<file path="src/rtl/trc_regs.svh">
// constants for the torque reference conditioner
// assumes a 20 MHz clock; torques in 0.1 percent units
`ifndef TRC_REGS_SVH
`define TRC_REGS_SVH
// register offsets on the plain register port
`define TRC_OFS_CTRL       4'h0
`define TRC_OFS_TF1        4'h1
`define TRC_OFS_TF2        4'h2
`define TRC_OFS_INT_POS    4'h3
`define TRC_OFS_INT_NEG    4'h4
`define TRC_OFS_EXT_POS    4'h5
`define TRC_OFS_EXT_NEG    4'h6
`define TRC_OFS_REF_IN     4'h7
`define TRC_OFS_AN_ONE     4'h8
`define TRC_OFS_AN_TWO     4'h9
`define TRC_OFS_REF_OUT    4'ha
`define TRC_OFS_STATUS     4'hb
// control field positions
`define TRC_CTRL_DIR_BIT   0
`define TRC_CTRL_GSE_BIT   1
`define TRC_CTRL_SRC_LSB   4
`define TRC_CTRL_CHAN_LSB  8
`define TRC_CTRL_COND_LSB  12
// reset values
`define TRC_CTRL_RST       16'h0200
`define TRC_TF_RST         16'h004f
`define TRC_LIM_RST        16'h0bb8
// limits in 0.1 percent and 0.01 ms
`define TRC_LIM_MAX        16'h0bb8
`define TRC_TF_MAX         16'h0bb8
// filter time base: one filter step per 10 us
`define TRC_STEP_NS        10000
`define TRC_CLK_NS         50
`define TRC_STEP_CYC       (`TRC_STEP_NS / `TRC_CLK_NS)
`endif

</file>
<file path="src/rtl/trc_pkg.sv">
// types of the torque reference conditioner
// assumes trc_regs.svh for all numeric constants
package trc_pkg;
    typedef logic signed [15:0] trc_torque_t;
    typedef struct packed {
        logic       rd;
        logic       wr;
        logic [3:0] addr;
        logic [15:0] wdata;
    } trc_bus_t;
    typedef struct packed {
        logic dir_sel;
        logic pos_sel;
        logic neg_sel;
        logic gain_cond;
    } trc_din_t;
endpackage : trc_pkg

</file>
<file path="src/rtl/trc_top.sv">
// torque reference conditioner: direction, two first-order filters, limiter
// assumes one 20 MHz clock, synchronous active-low reset, digital
// inputs from pins (synchronised here), analog torques already scaled
//
// Design decisions made here: the register offsets and the plain strobed port.
`timescale 1ns/10ps
`include "trc_regs.svh"

module trc_top
    import trc_pkg::*;
(
    input  wire logic        clk_i,
    input  wire logic        rst_n_i,
    input  wire trc_bus_t    bus_i,
    input  wire trc_din_t    din_i,
    output logic [15:0]      rdata_o,
    output trc_torque_t      torque_o,
    output logic             limited_o,
    output logic             rotation_cw_o
);

    // configuration registers
    logic [15:0]  ctrl_ff;
    logic [15:0]  tf1_ff;
    logic [15:0]  tf2_ff;
    logic [15:0]  int_pos_ff;
    logic [15:0]  int_neg_ff;
    logic [15:0]  ext_pos_ff;
    logic [15:0]  ext_neg_ff;
    trc_torque_t  ref_in_ff;
    trc_torque_t  an_one_ff;
    trc_torque_t  an_two_ff;
    logic [15:0]  rdata_ff;

    // synchronisers for the four pin inputs
    trc_din_t     din_s1_ff;
    trc_din_t     din_s2_ff;

    // filter state, widened for fractional accuracy
    logic signed [31:0] filt_ff;
    logic [7:0]   step_cnt_ff;
    trc_torque_t  out_ff;
    logic         limited_ff;
    logic         cw_ff;

    function automatic logic [15:0] sat_lim(input logic [15:0] v);
        sat_lim = (v > `TRC_LIM_MAX) ? `TRC_LIM_MAX : v;
    endfunction : sat_lim

    function automatic logic [15:0] sat_tf(input logic [15:0] v);
        sat_tf = (v > `TRC_TF_MAX) ? `TRC_TF_MAX : v;
    endfunction : sat_tf

    function automatic logic [15:0] mag(input trc_torque_t v);
        mag = v[15] ? 16'(-v) : 16'(v);
    endfunction : mag

    function automatic logic [15:0] min16(input logic [15:0] a,
                                          input logic [15:0] b);
        min16 = (a < b) ? a : b;
    endfunction : min16

    // register writes; limits and time constants saturate on entry
    always_ff @(posedge clk_i) begin
        if (!rst_n_i) begin
            ctrl_ff    <= `TRC_CTRL_RST;
            tf1_ff     <= `TRC_TF_RST;
            tf2_ff     <= `TRC_TF_RST;
            int_pos_ff <= `TRC_LIM_RST;
            int_neg_ff <= `TRC_LIM_RST;
            ext_pos_ff <= `TRC_LIM_RST;
            ext_neg_ff <= `TRC_LIM_RST;
            ref_in_ff  <= 16'sh0000;
            an_one_ff  <= 16'sh0000;
            an_two_ff  <= 16'sh0000;
        end else if (bus_i.wr) begin
            unique case (bus_i.addr)
                `TRC_OFS_CTRL:    ctrl_ff    <= bus_i.wdata;
                `TRC_OFS_TF1:     tf1_ff     <= sat_tf(bus_i.wdata);
                `TRC_OFS_TF2:     tf2_ff     <= sat_tf(bus_i.wdata);
                `TRC_OFS_INT_POS: int_pos_ff <= sat_lim(bus_i.wdata);
                `TRC_OFS_INT_NEG: int_neg_ff <= sat_lim(bus_i.wdata);
                `TRC_OFS_EXT_POS: ext_pos_ff <= sat_lim(bus_i.wdata);
                `TRC_OFS_EXT_NEG: ext_neg_ff <= sat_lim(bus_i.wdata);
                `TRC_OFS_REF_IN:  ref_in_ff  <= bus_i.wdata;
                `TRC_OFS_AN_ONE:  an_one_ff  <= bus_i.wdata;
                `TRC_OFS_AN_TWO:  an_two_ff  <= bus_i.wdata;
                default: ;
            endcase
        end
    end

    // control fields
    logic       dir_param;
    logic       gain_en;
    logic [2:0] src_sel;
    logic [1:0] chan_sel;
    logic [3:0] gain_cond;
    assign dir_param = ctrl_ff[`TRC_CTRL_DIR_BIT];
    assign gain_en   = ctrl_ff[`TRC_CTRL_GSE_BIT];
    assign src_sel   = ctrl_ff[`TRC_CTRL_SRC_LSB +: 3];
    assign chan_sel  = ctrl_ff[`TRC_CTRL_CHAN_LSB +: 2];
    assign gain_cond = ctrl_ff[`TRC_CTRL_COND_LSB +: 4];

    always_ff @(posedge clk_i) begin
        if (!rst_n_i) begin
            din_s1_ff <= '0;
            din_s2_ff <= '0;
        end else begin
            din_s1_ff <= din_i;
            din_s2_ff <= din_s1_ff;
        end
    end

    // direction: inactive select means reverse, so the sign flips
    trc_torque_t dir_ref;
    assign dir_ref = din_s2_ff.dir_sel ? ref_in_ff
                                       : 16'(-ref_in_ff);

    // filter selection and time base
    logic        use_second;
    logic [15:0] tf_sel;
    assign use_second = gain_en && (gain_cond != 4'h0)
                        && din_s2_ff.gain_cond;
    assign tf_sel = use_second ? tf2_ff : tf1_ff;

    logic step;
    assign step = (step_cnt_ff == 8'(`TRC_STEP_CYC - 1));

    always_ff @(posedge clk_i) begin
        if (!rst_n_i || step) begin
            step_cnt_ff <= 8'h00;
        end else begin
            step_cnt_ff <= step_cnt_ff + 8'h01;
        end
    end

    // y += (x - y) / (n + 1), one step per 10 us where n = tc / 10 us;
    // a divider is traded for simplicity of one first-order response
    logic signed [31:0] err;
    logic signed [31:0] nxt_filt;
    logic [15:0]        tau_steps;
    assign tau_steps = tf_sel + 16'h0001;
    // both arms signed, else a falling step would divide unsigned
    assign err = $signed({dir_ref, 16'h0000}) - filt_ff;
    assign nxt_filt = (tf_sel == 16'h0000) ? $signed({dir_ref, 16'h0000})
                      : filt_ff + err / $signed({16'h0000, tau_steps});

    always_ff @(posedge clk_i) begin
        if (!rst_n_i) begin
            filt_ff <= 32'sh0;
        end else if (step || tf_sel == 16'h0000) begin
            filt_ff <= nxt_filt;
        end
    end

    trc_torque_t filt_out;
    assign filt_out = filt_ff[31:16];

    // limit source per direction
    logic [15:0] an_lim;
    logic [15:0] pos_lim;
    logic [15:0] neg_lim;
    assign an_lim = sat_lim(mag((chan_sel == 2'h1) ? an_one_ff
                                                   : an_two_ff));

    always_comb begin
        pos_lim = int_pos_ff;
        neg_lim = int_neg_ff;
        unique case (src_sel)
            3'h0: begin
                pos_lim = int_pos_ff;
                neg_lim = int_neg_ff;
            end
            3'h1: begin
                pos_lim = din_s2_ff.pos_sel ? ext_pos_ff : int_pos_ff;
                neg_lim = din_s2_ff.neg_sel ? ext_neg_ff : int_neg_ff;
            end
            3'h2: begin
                pos_lim = an_lim;
                neg_lim = an_lim;
            end
            3'h3: begin
                pos_lim = din_s2_ff.pos_sel ? min16(ext_pos_ff, an_lim)
                                            : an_lim;
                neg_lim = din_s2_ff.neg_sel ? min16(ext_neg_ff, an_lim)
                                            : an_lim;
            end
            3'h4: begin
                pos_lim = din_s2_ff.pos_sel ? an_lim : int_pos_ff;
                neg_lim = din_s2_ff.neg_sel ? an_lim : int_neg_ff;
            end
            default: begin
                pos_lim = int_pos_ff;
                neg_lim = int_neg_ff;
            end
        endcase
    end

    // clamp
    logic        over;
    trc_torque_t nxt_out;
    logic [15:0] act_lim;
    assign act_lim = filt_out[15] ? neg_lim : pos_lim;
    assign over = mag(filt_out) > act_lim;
    assign nxt_out = !over ? filt_out
                     : (filt_out[15] ? 16'(-act_lim) : act_lim);

    always_ff @(posedge clk_i) begin
        if (!rst_n_i) begin
            out_ff     <= 16'sh0000;
            limited_ff <= 1'b0;
        end else begin
            out_ff     <= nxt_out;
            limited_ff <= over;
        end
    end

    // clockwise when the parameter xor reference sign xor select is set
    always_ff @(posedge clk_i) begin
        if (!rst_n_i) begin
            cw_ff <= 1'b0;
        end else begin
            cw_ff <= dir_param ^ ref_in_ff[15] ^ din_s2_ff.dir_sel;
        end
    end

    // read port
    always_ff @(posedge clk_i) begin
        if (!rst_n_i) begin
            rdata_ff <= 16'h0000;
        end else if (bus_i.rd) begin
            unique case (bus_i.addr)
                `TRC_OFS_CTRL:    rdata_ff <= ctrl_ff;
                `TRC_OFS_TF1:     rdata_ff <= tf1_ff;
                `TRC_OFS_TF2:     rdata_ff <= tf2_ff;
                `TRC_OFS_INT_POS: rdata_ff <= int_pos_ff;
                `TRC_OFS_INT_NEG: rdata_ff <= int_neg_ff;
                `TRC_OFS_EXT_POS: rdata_ff <= ext_pos_ff;
                `TRC_OFS_EXT_NEG: rdata_ff <= ext_neg_ff;
                `TRC_OFS_REF_IN:  rdata_ff <= ref_in_ff;
                `TRC_OFS_AN_ONE:  rdata_ff <= an_one_ff;
                `TRC_OFS_AN_TWO:  rdata_ff <= an_two_ff;
                `TRC_OFS_REF_OUT: rdata_ff <= out_ff;
                `TRC_OFS_STATUS:  rdata_ff <= {13'h0000, use_second,
                                               cw_ff, limited_ff};
                default:          rdata_ff <= 16'h0000;
            endcase
        end
    end

    assign rdata_o       = rdata_ff;
    assign torque_o      = out_ff;
    assign limited_o     = limited_ff;
    assign rotation_cw_o = cw_ff;
endmodule : trc_top

</file>
<file path="config.mk">
export PLATFORM = sky130hd
export DESIGN_NAME = trc_top
export DESIGN_NICKNAME = d
export VERILOG_FILES = /design/src/rtl/trc_pkg.sv /design/src/rtl/trc_top.sv
export VERILOG_INCLUDE_DIRS = /design/src /design/src/rtl
export SDC_FILE = /design/constraint.sdc
export NUM_CORES = 2
export LEC_CHECK = 0
export ABC_AREA = 1
export BUFFER_PORTS_ARGS = -buffer_cell sky130_fd_sc_hd__buf_4
export CAP_MARGIN = 25
export CORE_ASPECT_RATIO = 0.75
export CORE_UTILIZATION = 35
export DETAILED_ROUTE_END_ITERATION = 10
export GPL_TIMING_DRIVEN = 0
export PLACE_DENSITY = 0.49
export SYNTH_ARGS = -nofsm -noshare
export SYNTH_HDL_FRONTEND = slang
export SYNTH_SLANG_ARGS = --single-unit
</file>
<file path="constraint.sdc">
create_clock -name clk_i -period 102.8 [get_ports clk_i]
set_input_delay 5.14 -clock clk_i [delete_from_list [all_inputs] [get_ports clk_i]]
set_output_delay 5.14 -clock clk_i [all_outputs]
set_load 0.01 [all_outputs]
</file>
==> run summary <==
Status = completed
Unique masters post-synth = 81
Area delta synth->final = 14.8%
Worst-path maximum fanout = 14
DRT Wirelength = 166000 um
Drt wl/cell = 18.9 um
Final core utilization = 40.6%
Residual DRC = 0
CP Class = reg2reg
Synth Flop Type = dfxtp_1
Worst path slowest cell = dfxtp_2
Vias = 46370
I/O pins = 62
Largest cells by area after synthesis = ha_1, nand2_1, dfxtp_1
Crit-path most repeated cell = a21oi_2
Clock-pin slew on the worst setup and hold paths = 0.08 ns
YS warnings = 0
Post-DRT Antenna Nets = 0
Worst hold path class = reg2reg
First-pass GRT wire length = 249000 um
Drt first pass iters = 6
Post-synth EDFFs = 0
Vias in the first global route = 41431
Max Clock Skew = 0.0722 ns
Sequential share of the synthesized area = 11.4%
Period utilization = 92.2%
Post-synthesis average cell area = 6.16 um2
Count of pins over their slew limit = 0
CTS Root Cell = clkbuf_16
Initial DRC count = 4322
Placeable Area = 120000 um2
Max_slew headroom = 19.7%
Largest stage delay on the critical path = 0.38 ns
Die Footprint = 123000 um2
Post-synth top area share = 14.6%
Total CTS buffers = 28
Least-Margin Pin Slew = 1.19 ns
CTS Sinks = 242
Antenna violations before repair = 2
Die W = 404 um
Initial Util = 35.3%
Share of cells above drive strength 1 = 14.3%
Max Clk Rate = 10.5 MHz
CP required = 103.38 ns
Fin nets = 7663
DP HPWL = 136000 um
IO buf count = 60
Worst-Skew Late Latency = 0.65 ns
Vias/cell = 5.28
Htree depth = 1
Post-synthesis instance total = 6889
Overall Global Routing Usage = 25.9%
Crit end category = flop
Clock Path Buffers = 3
Startpoint Class = flop
CTS tree = built
Row Count = 110
Die height = 303 um
GRT overflow = 0
Post-layout min period = 94.82 ns
Cell Area, Synth = 42400 um2
Largest net degree at the start of global routing = 35
Worst path arrival time = 95.40 ns
Flops & latches, synth = 242
Count of final setup violators = 0
Gp weighted congestion = 1.04
Max_cap viols = 0
Ys async rst share = 0%
Cell taking the most area after synthesis = ha_1
Final hold viol count = 0
Cts hold-fix bufs = 0
## registers in the layout, indices dropped and copies added, names as in the netlist
name / count
tf1_ff: 16
int_pos_ff: 16
ctrl_ff: 16
ext_pos_ff: 16
an_one_ff: 16
ref_in_ff: 16
din_s1_ff: 4
step_cnt_ff: 8
rotation_cw_o: 1
int_neg_ff: 16
ext_neg_ff: 16
an_two_ff: 16
din_s2_ff: 4
tf2_ff: 16
torque_o: 16
limited_o: 1
rdata_o: 16
filt_ff: 32
## synth_stat cells (32+ instances only)
master / number
or2_2: 49
o22ai_1: 55
o21ai_1: 32
a21oi_1: 598
nand4_1: 104
inv_1: 952
o21ai_0: 571
nand3_2: 44
nand2_1: 1480
nand2_4: 44
clkinv_1: 32
a221oi_1: 41
nor2_1: 507
ha_1: 494
dfxtp_1: 242
xor2_1: 289
nor3_1: 59
a31oi_1: 33
nor2_2: 40
o21bai_1: 39
clkbuf_1: 132
nand2_2: 107
a21o_1: 48
inv_2: 41
xnor2_1: 124
nand3_1: 365
## repair_timing
item | in CTS | in global routing
endpoints found under the setup margin | 32 | 32
setup buffers | 26 | 111
cloned | 0 | 1
pin swaps | 29 | 159
resized for setup | 196 | 240
## final timing paths
path / start / endpoint / slack (ns) / depth (start not counted)
setup / recovery: ref_in_ff[0] / filt_ff[31] / 7.98 / 708
hold / removal: din_s1_ff[3] / din_s2_ff[3] / 0.42 / 2
setup reg to reg: ref_in_ff[0] / filt_ff[31] / 7.98 / 708
hold reg to reg: din_s1_ff[3] / din_s2_ff[3] / 0.42 / 2
## worst max-delay path: cells and delay by family, from the launching register on
kind | cells | cell delay, ns
adder cells (fa/ha/maj) | 36 | 10.62
XOR/XNOR | 2 | 0.32
AND/OR/NAND/NOR | 224 | 24.02
buffers and inverters | 165 | 16.35
AO/OA/AOI/OAI | 281 | 42.87
flip-flops | 1 | 0.38
## layer usage
layer / global-route usage, % / part of all wire (%) / vias to the layer above
met3: 5.90 / 9.2 / 127
met5: 0 / 0 / -
met2: 35.8 / 38 / 1419
met4: 3.41 / 1.3 / 0
li1: - / - / 23465
met1: 40.6 / 52 / 21359
## logic make-up after synthesis
logic type | Yosys count | share of synthesized area [%]
DFF | 242 | 11.4
adders and majority gates | 495 | 14.6
other | 1 | 0.00884
AOI/OAI and AO/OA | 1612 | 21.8
muxes | 1 | 0.0531
xor gates and xnor gates | 415 | 8.61
buffers and inverters | 1222 | 11.7
and+or+nand+nor | 2901 | 31.8
## cell usage in the layout (no fill, tap or decap), drive strengths merged, types with 14 or more instances in the layout
cell type,synthesis,routed
buf,47,279
xnor2,124,124
nand4,109,109
clkbuf,141,159
o211ai,30,30
or2,51,51
inv,1000,1003
clkinv,34,40
xor2,291,291
ha,494,494
nand3b,21,21
a21o,52,52
dfxtp,242,242
nor2,579,579
a211oi,21,21
a21oi,611,611
a31oi,34,34
nor3,66,66
o31ai,24,24
nand2,1631,1631
nor4,14,14
o221ai,20,20
nand3,422,422
o21bai,40,40
o21ai,629,629
o22ai,55,55
a221oi,41,41
## cell type report
class	count	area [um2]
repair buffers	215	1740
inverters	1034	3920
clock inverters	16	259
well taps	1624	2030
fillers	13151	71300
multi-input cells	5432	33800
diodes	1	2.50
clock buffers	36	781
flip-flops and latches	242	4850
plain buffers	187	1290
## per-stage QoR
| stage | setup slack (ns) | instances | area [um2] | TNS (ns) | hold slack [ns] |
|---|---|---|---|---|---|
| 6_report | 7.98 | 8787 | 48700 | 0 | 0.417 |
| 5_1_grt | -0.482 | 8786 | 48700 | -1.52 | 0.447 |
| 4_1_cts | 0.00107 | 8672 | 47000 | 0 | 0.426 |
| 3_5_place_dp | -16.02 | 8594 | 45200 | -452.03 | 0.407 |
| 3_3_place_gp | -15.95 | 8580 | 44900 | -448.35 | 0.399 |
| 2_1_floorplan | 6.10 | 6896 | 42400 | 0 | 0.390 |
Power is left out: the tool's default activity adds up to more than one toggle a clock period on the data nets, which glitch-free logic cannot reach.
